### src/rtl/ppcl_defines.vh
// Constants for the passive parallel configuration load block
`ifndef PPCL_DEFINES_VH
`define PPCL_DEFINES_VH
`define PPCL_DATA_W 32
`define PPCL_FIFO_DEPTH 32
`define PPCL_FIFO_AW 5
`define PPCL_POR_NS 1000
`define PPCL_CLK_NS 10
`define PPCL_POR_CYCLES ((`PPCL_POR_NS + `PPCL_CLK_NS - 1) / `PPCL_CLK_NS)
`define PPCL_IMAGE_WORDS 64
`define PPCL_RATIO_PLAIN 3'h1
`define PPCL_RATIO_COMP 3'h4
`define PPCL_RATIO_SEC 3'h4
`define PPCL_RATIO_BOTH 3'h4
`define PPCL_OPT_WORD 0
`define PPCL_OPT_INIT_BIT 0
`define PPCL_INIT_EDGES 2'h2
`define PPCL_ST_POR 3'h0
`define PPCL_ST_WAIT 3'h1
`define PPCL_ST_LOAD 3'h2
`define PPCL_ST_INIT 3'h3
`define PPCL_ST_USER 3'h4
`endif

### src/rtl/ppcl_fifo.v
// Word FIFO between the configuration pins and the image sink
`timescale 1ns/1ps
module ppcl_fifo #(
    parameter WIDTH = 32,
    parameter DEPTH = 32,
    parameter AW = 5
) (
    input wire clk,
    input wire resetn,
    input wire flush,
    input wire in_valid,
    output wire in_ready,
    input wire [WIDTH-1:0] in_data,
    output wire out_valid,
    input wire out_ready,
    output reg [WIDTH-1:0] out_data
);
    reg [WIDTH-1:0] mem [0:DEPTH-1];
    reg [AW:0] wr_reg;
    reg [AW:0] rd_reg;
    wire full;
    wire empty;
    wire do_wr;
    wire do_rd;
    assign full = (wr_reg[AW] != rd_reg[AW]) && (wr_reg[AW-1:0] == rd_reg[AW-1:0]);
    assign empty = (wr_reg == rd_reg);
    assign in_ready = !full;
    assign out_valid = !empty;
    assign do_wr = in_valid && !full;
    assign do_rd = out_ready && !empty;
    always @* begin
        out_data = mem[rd_reg[AW-1:0]];
    end
    always @(posedge clk) begin
        if (do_wr) begin
            mem[wr_reg[AW-1:0]] <= in_data;
        end
    end
    always @(posedge clk) begin
        if (!resetn || flush) begin
            wr_reg <= {(AW+1){1'b0}};
            rd_reg <= {(AW+1){1'b0}};
        end else begin
            if (do_wr) begin
                wr_reg <= wr_reg + 1'b1;
            end
            if (do_rd) begin
                rd_reg <= rd_reg + 1'b1;
            end
        end
    end
endmodule

### src/rtl/ppcl_load.v
// Passive parallel configuration load port, device side
// What this block and its host do
// [RL1] Request low in user mode restarts configuration
// [RL2] User mode: request, state, complete all high
// [RL3] State line low through power-on delay
// [RL4] Complete low until image fully received
// [RL5] Clock ignored once configuration is complete
// [RL6] Host keeps clock driven after completion
// [RL7] Host pauses with clock low, data first
// [RL8] Complete rises only after every word
// [RL9] Two falling edges start initialization, user mode
// [RL10] Enabled init pin goes low after option; the code pulls it low only once the load is over (INIT or USER state)
// [RL11] Clocks per word follow compression, security
// [RL12] Host holds word across ratio clocks
// [RL13] Data path 32 bits, one word per group
`timescale 1ns/1ps
`include "ppcl_defines.vh"
module ppcl_load #(
    parameter POR_CYCLES = `PPCL_POR_CYCLES,
    parameter IMAGE_WORDS = `PPCL_IMAGE_WORDS
) (
    input wire clk,
    input wire resetn,
    input wire config_request_n,
    input wire config_clock,
    input wire [31:0] config_data,
    input wire compress_en,
    input wire security_en,
    output wire config_state_n_out,
    output wire config_state_n_oe_n,
    input wire config_state_n_in,
    output wire load_complete_out,
    output wire load_complete_oe_n,
    input wire load_complete_in,
    output wire init_done_out,
    output wire init_done_oe_n,
    output reg user_mode,
    output reg image_valid,
    output reg [31:0] image_data,
    input wire image_ready,
    output reg load_error
);
    reg [2:0] state_reg;
    reg [2:0] state_next;
    reg [1:0] req_sync_reg;
    reg [1:0] clk_sync_reg;
    reg [31:0] data_s1_reg;
    reg [31:0] data_s2_reg;
    reg clk_prev_reg;
    reg [1:0] stat_sync_reg;
    reg [1:0] done_sync_reg;
    reg [31:0] por_cnt_reg;
    reg [2:0] ratio_cnt_reg;
    reg [31:0] word_cnt_reg;
    reg [1:0] fall_cnt_reg;
    reg init_en_reg;
    reg init_low_reg;
    wire req_n;
    wire clk_rise;
    wire clk_fall;
    wire take_word;
    wire fifo_in_ready;
    wire fifo_out_valid;
    wire [31:0] fifo_out_data;
    wire fifo_flush;
    wire [2:0] ratio;
    wire load_start;
    wire load_over;
    wire init_fall;

    function [2:0] ratio_of;
        input comp;
        input sec;
        begin
            case ({comp, sec})
                2'b00: ratio_of = `PPCL_RATIO_PLAIN;
                2'b01: ratio_of = `PPCL_RATIO_SEC;
                2'b10: ratio_of = `PPCL_RATIO_COMP;
                default: ratio_of = `PPCL_RATIO_BOTH;
            endcase
        end
    endfunction

    // Power-up and waiting states
    function before_load;
        input [2:0] st;
        begin
            before_load = (st == `PPCL_ST_POR) || (st == `PPCL_ST_WAIT);
        end
    endfunction

    assign ratio = ratio_of(compress_en, security_en); // [RL11]
    assign req_n = req_sync_reg[1];
    assign clk_rise = clk_sync_reg[1] && !clk_prev_reg;
    assign clk_fall = !clk_sync_reg[1] && clk_prev_reg;
    // Last clock of each group takes the word; pause keeps the count
    assign take_word = (state_reg == `PPCL_ST_LOAD) && clk_rise
        && (ratio_cnt_reg == ratio - 3'h1) && fifo_in_ready; // [RL7] [RL12] [RL13]
    assign load_start = before_load(state_reg) && (state_next == `PPCL_ST_LOAD);
    assign load_over = (state_reg == `PPCL_ST_INIT) || (state_reg == `PPCL_ST_USER);
    // Falls count only once the complete line reads high
    assign init_fall = (state_reg == `PPCL_ST_INIT) && done_sync_reg[1] && clk_fall; // [RL9]
    // Loaded words are dropped in power-up and while waiting for a load
    assign fifo_flush = before_load(state_reg);

    // Open-drain outputs: enable low means pulling the line low
    assign config_state_n_out = 1'b0;
    assign config_state_n_oe_n = !((state_reg == `PPCL_ST_POR) || !req_n); // [RL3]
    assign load_complete_out = 1'b0;
    assign load_complete_oe_n = !(before_load(state_reg) || (state_reg == `PPCL_ST_LOAD)); // [RL4] [RL8]
    assign init_done_out = 1'b0;
    assign init_done_oe_n = !init_low_reg; // [RL10]

    // Request synchroniser, idles high
    always @(posedge clk) begin
        if (!resetn) begin
            req_sync_reg <= 2'b11;
        end else begin
            req_sync_reg <= {req_sync_reg[0], config_request_n};
        end
    end

    // Clock synchroniser and edge memory, idles low
    always @(posedge clk) begin
        if (!resetn) begin
            clk_sync_reg <= 2'b00;
            clk_prev_reg <= 1'b0;
        end else begin
            clk_sync_reg <= {clk_sync_reg[0], config_clock};
            clk_prev_reg <= clk_sync_reg[1];
        end
    end

    // Data synchroniser, same delay as the clock
    always @(posedge clk) begin
        data_s1_reg <= config_data;
        data_s2_reg <= data_s1_reg;
    end

    // Sensed status and complete lines, low in reset
    always @(posedge clk) begin
        if (!resetn) begin
            stat_sync_reg <= 2'b00;
            done_sync_reg <= 2'b00;
        end else begin
            stat_sync_reg <= {stat_sync_reg[0], config_state_n_in};
            done_sync_reg <= {done_sync_reg[0], load_complete_in};
        end
    end

    always @* begin
        state_next = state_reg;
        case (state_reg)
            `PPCL_ST_POR: begin
                if (por_cnt_reg >= POR_CYCLES - 1) begin
                    state_next = `PPCL_ST_WAIT; // [RL3]
                end
            end
            `PPCL_ST_WAIT: begin
                if (req_n && stat_sync_reg[1]) begin // [RL3]
                    state_next = `PPCL_ST_LOAD;
                end
            end
            `PPCL_ST_LOAD: begin
                if (!req_n) begin
                    state_next = `PPCL_ST_WAIT;
                end else if (take_word && word_cnt_reg == IMAGE_WORDS - 1) begin
                    state_next = `PPCL_ST_INIT; // [RL8]
                end
            end
            `PPCL_ST_INIT: begin
                if (!req_n) begin
                    state_next = `PPCL_ST_WAIT;
                end else if (init_fall && fall_cnt_reg == `PPCL_INIT_EDGES - 2'h1) begin
                    state_next = `PPCL_ST_USER; // [RL9]
                end
            end
            `PPCL_ST_USER: begin
                if (!req_n) begin
                    state_next = `PPCL_ST_WAIT; // [RL1]
                end
            end
            default: state_next = `PPCL_ST_POR;
        endcase
    end

    // State register and user mode flag
    always @(posedge clk) begin
        if (!resetn) begin
            state_reg <= `PPCL_ST_POR;
            user_mode <= 1'b0;
        end else begin
            state_reg <= state_next;
            user_mode <= (state_next == `PPCL_ST_USER); // [RL2]
        end
    end

    // Power-on delay counter
    always @(posedge clk) begin
        if (!resetn) begin
            por_cnt_reg <= 32'h0;
        end else if (state_reg == `PPCL_ST_POR) begin
            por_cnt_reg <= por_cnt_reg + 32'h1; // [RL3]
        end
    end

    // Clock rises within the current word group
    always @(posedge clk) begin
        if (!resetn) begin
            ratio_cnt_reg <= 3'h0;
        end else if (state_reg != `PPCL_ST_LOAD) begin
            ratio_cnt_reg <= 3'h0; // [RL5]
        end else if (clk_rise && fifo_in_ready) begin
            ratio_cnt_reg <= (ratio_cnt_reg == ratio - 3'h1) ? 3'h0 : ratio_cnt_reg + 3'h1; // [RL11]
        end
    end

    // Words taken in this load
    always @(posedge clk) begin
        if (!resetn) begin
            word_cnt_reg <= 32'h0;
        end else if (load_start) begin
            word_cnt_reg <= 32'h0;
        end else if (take_word) begin
            word_cnt_reg <= word_cnt_reg + 32'h1; // [RL8]
        end
    end

    // Option bit from the first word
    always @(posedge clk) begin
        if (!resetn) begin
            init_en_reg <= 1'b0;
        end else if (load_start) begin
            init_en_reg <= 1'b0;
        end else if (take_word && word_cnt_reg == `PPCL_OPT_WORD) begin
            init_en_reg <= data_s2_reg[`PPCL_OPT_INIT_BIT]; // [RL10]
        end
    end

    // Init pin pulled once the load is over
    always @(posedge clk) begin
        if (!resetn) begin
            init_low_reg <= 1'b0;
        end else if (load_start) begin
            init_low_reg <= 1'b0;
        end else if (init_en_reg && load_over) begin
            init_low_reg <= 1'b1; // [RL10]
        end
    end

    // Falls after the complete line is up
    always @(posedge clk) begin
        if (!resetn) begin
            fall_cnt_reg <= 2'h0;
        end else if (state_reg != `PPCL_ST_INIT) begin
            fall_cnt_reg <= 2'h0;
        end else if (init_fall) begin
            fall_cnt_reg <= fall_cnt_reg + 2'h1; // [RL9]
        end
    end

    // Clock edges in a full buffer are lost and flagged
    always @(posedge clk) begin
        if (!resetn) begin
            load_error <= 1'b0;
        end else if (load_start) begin
            load_error <= 1'b0;
        end else if (state_reg == `PPCL_ST_LOAD && clk_rise && !fifo_in_ready) begin
            load_error <= 1'b1;
        end
    end

    ppcl_fifo #(
        .WIDTH(`PPCL_DATA_W),
        .DEPTH(`PPCL_FIFO_DEPTH),
        .AW(`PPCL_FIFO_AW)
    ) u_fifo (
        .clk(clk),
        .resetn(resetn),
        .flush(fifo_flush),
        .in_valid(take_word),
        .in_ready(fifo_in_ready),
        .in_data(data_s2_reg),
        .out_valid(fifo_out_valid),
        .out_ready(image_ready || !image_valid),
        .out_data(fifo_out_data)
    );

    always @(posedge clk) begin
        if (!resetn || fifo_flush) begin
            image_valid <= 1'b0;
            image_data <= 32'h0;
        end else if (image_ready || !image_valid) begin
            image_valid <= fifo_out_valid;
            if (fifo_out_valid) begin
                image_data <= fifo_out_data;
            end
        end
    end
endmodule

### config.mk
export PLATFORM = sky130hd
export DESIGN_NAME = ppcl_load
export DESIGN_NICKNAME = d
export VERILOG_FILES = /design/src/rtl/ppcl_fifo.v /design/src/rtl/ppcl_load.v
export VERILOG_INCLUDE_DIRS = /design/src /design/src/rtl
export SDC_FILE = /design/constraint.sdc
export NUM_CORES = 1
export LEC_CHECK = 0
export BUFFER_PORTS_ARGS = -buffer_cell sky130_fd_sc_hd__buf_4
export CORE_ASPECT_RATIO = 1.25
export CORE_MARGIN = 2
export CORE_UTILIZATION = 45
export CTS_BUF_LIST = sky130_fd_sc_hd__clkbuf_4 sky130_fd_sc_hd__clkbuf_8 sky130_fd_sc_hd__clkbuf_16
export DETAILED_ROUTE_END_ITERATION = 12
export GPL_TIMING_DRIVEN = 0
export HOLD_SLACK_MARGIN = 0.12
export PLACE_DENSITY = 0.69
export SYNTH_ARGS = -nofsm -noshare
export SYNTH_HDL_FRONTEND = slang
export SYNTH_SLANG_ARGS = --single-unit
### constraint.sdc
create_clock -name clk -period 4.3 [get_ports clk]
set_input_delay 0.215 -clock clk [delete_from_list [all_inputs] [get_ports clk]]
set_output_delay 0.215 -clock clk [all_outputs]
set_load 0.03 [all_outputs]
* Word level (Yosys, flattened, before mapping)
Memory sizes are Yosys's and may differ from the RTL's. A register that Yosys moved wholly into a read port is not among the register bits.
Cells that the tools add are included.
** Cells by class
- Shift-type cells :: 0
- Equal/unequal tests :: 14
- Order comparisons :: 1
- Add/sub/neg operators :: 7
- Reductions and logical operators :: 41
- Muxes and demuxes :: 12
- Multipliers :: 0
- Div/mod/pow operators :: 0
- Bitwise gates (word level) :: 2
** Operator list (count)
- 32-bit by 1-bit adder with 32-bit output (second input constant) :: 2
- 32-bit by 6-bit equality test with 1-bit output (second input constant) :: 1
- 32-bit by 7-bit greater-or-equal comparator with 1-bit output (second input constant) :: 1
- 32-bit logical NOT :: 1
- 3-bit 2-to-1 mux :: 9
- 1-bit logical AND :: 18
- 3-bit one-hot mux with 5 select lines :: 1
- 6-bit by 1-bit adder with 6-bit output (second input constant) :: 2
- 1-bit logical NOT :: 10
- 3-bit by 2-bit equality test with 1-bit output (second input constant) :: 3
- 3-bit equality test (second input constant) :: 2
- 6-bit equality test :: 1
- 1-bit logical OR :: 6
- 3-bit by 2-bit != test with 1-bit output (second input constant) :: 2
- 2-bit OR reduction :: 3
- 5-bit equality test :: 1
- 3-bit by 1-bit adder with 3-bit output (second input constant) :: 1
- 3-bit by 1-bit equality test with 1-bit output (second input constant) :: 1
- 3-bit equality test :: 1
- 3-bit logical NOT :: 1
- 3-bit by 1-bit subtractor with 3-bit output (second input constant) :: 1
- 2-bit by 1-bit adder with 2-bit output (second input constant) :: 1
- 2-bit by 1-bit equality test with 1-bit output (second input constant) :: 1
- 2-bit logical NOT :: 1
- 4 further kinds :: 6
** Storage, ports and cells
- Bits in writable memories :: 1024
- Output and inout bits :: 41
- Latch bits :: 0
- Word-level logic and storage cells :: 97
- ROM bits :: 0
- Memories kept :: 1
- Bits of input ports :: 41
- Flip-flop bits (word level) :: 162
** Memory list
- u_fifo.mem :: depth 32, bits a word 32, rd ports 1, clocked after memory_dff 1, wr ports 1, line ppcl_fifo.v:18 : reg [WIDTH-1:0] mem [0:DEPTH-1];

* Depth between registers and ports, before layout
- Depth in word-level cells :: 13
- Gate-level depth with buffers :: 8
- Depth with buffers taken out :: 6

* Modules after synthesis
Synthesis repeated with hierarchy kept, for this count alone.
** Second synthesis, totals
- Cells, all modules :: 3002
- Area total of the unflattened synthesis :: 46967.5 um2
** Modules (own cells, without submodules)
- ppcl_fifo :: sequential area each 31089.8 um2, times used 1, cells an instance 2316, area each 40578.9 um2
- ppcl_load :: sequential area each 3643.5 um2, times used 1, cells an instance 686, area each 6388.6 um2

* Least setup slack after synthesis
Ideal clock, no wire load.
- Path type :: flip-flop to flip-flop
- Start point :: reg ratio_cnt_reg[0]
- End point :: mem u_fifo.mem[13][0], enable pin
- Path slack :: -169 ps
- Period minus slack after synthesis :: 4469 ps
- Path buffers :: 1
- Arrival time :: 4007 ps
- Setup time :: 461 ps
- Required time :: 3839 ps
- Stages on the path, launching flop included :: 7
- Path through :: dfxtp_1 or4_4 a2111oi_4 o31a_1 buf_2 nand2_1 nor3_1
** Between the ends
- Longest elaborated chain between the ends :: 6
** RTL lines
- start, declared :: line ppcl_load.v:53 : reg [2:0] ratio_cnt_reg;
- start signal, assigned :: line ppcl_load.v:214 : ratio_cnt_reg <= (ratio_cnt_reg == ratio - 3'h1) ? 3'h0 : ratio_cnt_reg + 3'h1;
- 3-bit equality test :: line ppcl_load.v:98 : && (ratio_cnt_reg == ratio - 3'h1) && fifo_in_ready;
- 1-bit logical AND (2 in series) :: line ppcl_load.v:97 : assign take_word = (state_reg == `PPCL_ST_LOAD) && clk_rise
- 1-bit logical AND :: line ppcl_fifo.v:29 : assign do_wr = in_valid && !full;
- 1-bit 2-to-1 mux :: line ppcl_fifo.v:35 : if (do_wr) begin
- 1-bit 2-to-1 mux (not written as such) :: line ppcl_fifo.v:36 : mem[wr_reg[AW-1:0]] <= in_data;
- end, declared :: line ppcl_fifo.v:18
No other way between the ends.

* Worst setup path after layout
- Start point :: reg u_fifo.rd_reg[3]
- End point :: reg image_data[24] (read register of u_fifo.mem)
** Between the ends
- Longest elaborated chain between the ends :: 3
** RTL lines
- start, declared :: line ppcl_fifo.v:20 : reg [AW:0] rd_reg;
- start signal, assigned :: line ppcl_fifo.v:42 : rd_reg <= {(AW+1){1'b0}};
- start signal, assigned :: line ppcl_fifo.v:48 : rd_reg <= rd_reg + 1'b1;
- 6-bit equality test :: line ppcl_fifo.v:26 : assign empty = (wr_reg == rd_reg);
- 1-bit NOT (no source line)
- 2-bit AND reduction (no source line)
- end, declared :: line ppcl_load.v:39 : output reg [31:0] image_data,
Parallel ways exist; a longest one is shown, timed or not.
A chain may end at the register's enable or synchronous reset.

==> impl_metrics.yaml <==
global_routing:
  met3_track_utilization_from_global_routing: 0.0399
  grt_first_pass_wirelength_um: 169000
  grt_util_met2: 0.367
  antenna_violations_before_repair: 1
  grt_pass1_vias: 26158
  grt_max_degree: 34
  gr-max-usage-layer: "met2"
  grt_use_total: 0.217
  remaining_overflow_grt: 0
  grt_use_met1: 0.274
clock_network:
  ctsLongestPathBuffers: 3
  numClockSinks: 1218
  h-tree-depth: 3
  cts_tree: "built"
  clkSlewWorstSetupHoldPaths_ns: 0.06
  worst_skew_pair.late_latency_ns: 0.71
  tritoncts_buffer_count: 115
  clockRootBuffer: "clkbuf_16"
  post_cts_setup_driven_buffer_insertion_count: 0
route:
  vias: 25482
  vias_per_cell: 6.00
  antenna_violating_nets_post_route: 0
  drt-total-wl_um: 115000
  route.detailed.drc: 0
  first_iter_violations: 2725
  wl_per_cell_um: 27.1
  detail_route.first_pass.iterations: 6
critical_path:
  timing.critical_path.arrival_ns: 4.92
  critical-path-slowest-cell: "clkbuf_1"
  worstPathCellList: "clkbuf_1 > nand2_1 > nor2_1 > clkbuf_1 > clkbuf_1 > a22o_1 > a221oi_1 > a31oi_1"
  critPathMaxFanout: 10
  crit_type: "reg -> reg"
  critPathLaunch: "u_fifo.rd_reg[3]"
  critical_path_required_ns: 4.91
  ff_to_ff_path_depth: 8
  critical-path-top-delay-family: "buffers and inverters"
  crit_start_category: "flop"
  critical_path_depth: 8
  crit_top_cell: "clkbuf_1"
  worst-path-buf-inv: 3
  endpoint_kind_of_the_worst_setup_timing_path: "flop"
  critical_path.reg2reg.startpoint: "u_fifo.rd_reg[3]"
  max_stage_delay_ns: 0.71
synthesis:
  postSynth.asyncResetShare: 0
  ys_dominant_reg_cell: "edfxtp_1"
  synthesis.area_mm2: 0.0465
  yosys_warnings: 0
  number_of_enable_flip_flop_cells_after_synthesis: 1024
  ys_ff_latch: 1218
  post_synth.cell_area_avg_um2: 18.4
  sequential_element_share_of_the_synthesized_area: 0.745
  post_synth_inst_count: 2523
  number_of_distinct_library_cells_after_synthesis: 64
sta:
  report.final.setup_viol: 2
  worst_pin_slew_ns: 1.20
  max_clock_freq_mhz: 232
  period_needed_ns: 4.32
  layout_worst_path_cycle_share: 1.00
  skew_ns: 0.0459
  hold_viol: 0
  rsz0062_at_grt: "no"
  relSlewSlack: 0.195
  timing_max_transition_violations_final: 0
  holdWs_ns: 0.157
  finalSetupTns_ns: -0.0170
  final.setup.worst_slack_ns: -0.0151
power:
  p_leak_nw: 16.9
  fin_total_pwr_mw: 23.5
  vdd_ir_drop_max_v: 0.000377
  powerDensity_mw_per_mm2: 434
die:
  floorplan.io_pins: 82
  floorplan.initialDensity: 0.454
  die_footprint_mm2: 0.106
  core_area_mm2: 0.102
  core.rowCount: 131
  die_x_um: 291
  fp.dieH_um: 363
final_layout:
  utilization: 0.529
  layout.nets: 2863
  area.growth.synth_to_final_pct: 16.5
  final_layout_fill_cell_count: 7910
  layout.cells.non_filler: 4245
  post_route_cells_drive_above_1_share: 0.239
  largest_register_ff_count: 1024
  finalInstanceArea_mm2: 0.0541
place:
  placement.cell_area_mm2: 0.0496
  routabilityCongestion: 0.881
  dpl.cell_count: 3970
  port-buffer-count: 78
  dp.final_hpwl_um: 76500
  detailedPlace.worstSlack_ns: 0.0470
hold_path:
  hp-class: "in -> reg"
  hold_depth: 2
  holdCritStartpoint: "config_data[6]"
run:
  max-cap-violations: 0
status:
  failing_checks: "negative setup slack"
  run_status: "complete, but fails checks"
## cells by family after synthesis
group / share of synthesized area
other: 0.0000807
buffers and inverters: 0.0146
and+or+nand+nor: 0.0501
DFF: 0.745
muxes: 0.132
adders and majority gates: 0.00269
AOI/OAI and AO/OA: 0.0476
xor gates and xnor gates: 0.00735
## Yosys cell counts, types with 4 or more instances
master / instances / area (um2)
inv_1: 19 / 71.3
nand4_1: 16 / 100
or2_0: 9 / 56.3
o21ai_1: 10 / 50.1
nor3b_1: 32 / 240
dfxtp_1: 194 / 3880
nand2_1: 74 / 278
xor2_1: 12 / 105
mux2i_1: 5 / 50.1
or4_1: 28 / 210
xnor2_1: 27 / 236
o21ai_0: 69 / 345
nor2b_1: 4 / 25.0
or2_1: 21 / 131
ha_1: 10 / 125
clkbuf_1: 97 / 364
edfxtp_1: 1024 / 30700
and2_1: 18 / 113
a221oi_1: 29 / 254
nor4_1: 20 / 125
and4_1: 7 / 61.3
or3_1: 15 / 93.8
and3_1: 33 / 206
a31oi_1: 29 / 181
o31ai_1: 26 / 195
mux4_2: 224 / 5040
nor3_1: 16 / 80.1
buf_1: 15 / 56.3
nor2_1: 89 / 334
mux2_2: 78 / 878
nand2b_1: 6 / 37.5
o311ai_1: 4 / 35.0
o22ai_1: 32 / 200
a21oi_1: 80 / 400
mux2_1: 15 / 169
nand3_1: 32 / 160
a22oi_1: 6 / 45.0
a22o_1: 29 / 254
buf_2: 27 / 135
## final timing paths
kind	end	slack, ns
worst max-delay path	image_data[24]	-0.02
worst max register to register	image_data[24]	-0.02
worst min register to register	data_s2_reg[12]	0.33
worst min-delay path	data_s1_reg[6]	0.16
## layout by cell type, fill, tap and decap left out, types with 26 or more instances in the layout
| cell | count |
|---|---|
| o21ai_0 | 69 |
| a21oi_1 | 80 |
| a221oi_1 | 29 |
| or4_1 | 28 |
| buf_2 | 27 |
| o22ai_1 | 32 |
| nor3b_1 | 32 |
| clkbuf_1 | 96 |
| nand2_1 | 74 |
| buf_4 | 81 |
| clkbuf_16 | 116 |
| nor2_1 | 85 |
| xnor2_1 | 27 |
| edfxtp_1 | 1024 |
| a22o_1 | 29 |
| o31ai_1 | 26 |
| nand3_1 | 32 |
| mux4_2 | 224 |
| dlygate4sd3_1 | 55 |
| a31oi_1 | 29 |
| mux2_2 | 78 |
| dfxtp_1 | 194 |
## cell type report
type                       count  area [um2]  share of cell area
sequential                  1218       34600               0.640
multi-input combinational   1142       11300               0.208
clock buffer                 141        3130              0.0579
timing repair buffer         170        1940              0.0358
tap                         1330        1660              0.0307
clock inverter                78         821              0.0152
buffer                       144         603              0.0111
inverter                      21        78.8             0.00146
antenna                        1        2.50           0.0000462
## report_power, final
group	switching, mW	internal, mW	leakage, nW
sequential	0.148	12.8	10.8
combinational	0.0359	0.0665	4.17
clock	4.44	5.96	1.95
## layer usage
metal	up-vias	share of wire
met5	-	0.00020
met4	4	0.042
met3	263	0.078
met2	1191	0.50
met1	13203	0.38
li1	10821	-
## worst register-to-register path, stage by stage (launching register included)
cell      delay, ns
dfxtp_1        0.53
clkbuf_1       0.71
nand2_1        0.58
nor2_1         0.50
clkbuf_1       0.71
clkbuf_1       0.55
a22o_1         0.26
a221oi_1       0.10
a31oi_1        0.29
## timing repair
item                       CTS  global route
hold endpoints to repair    59             0
setup endpoints to repair    0             5
resized for setup            0             5
hold buffers                55             0
Power figures use the tool's default switching activity.
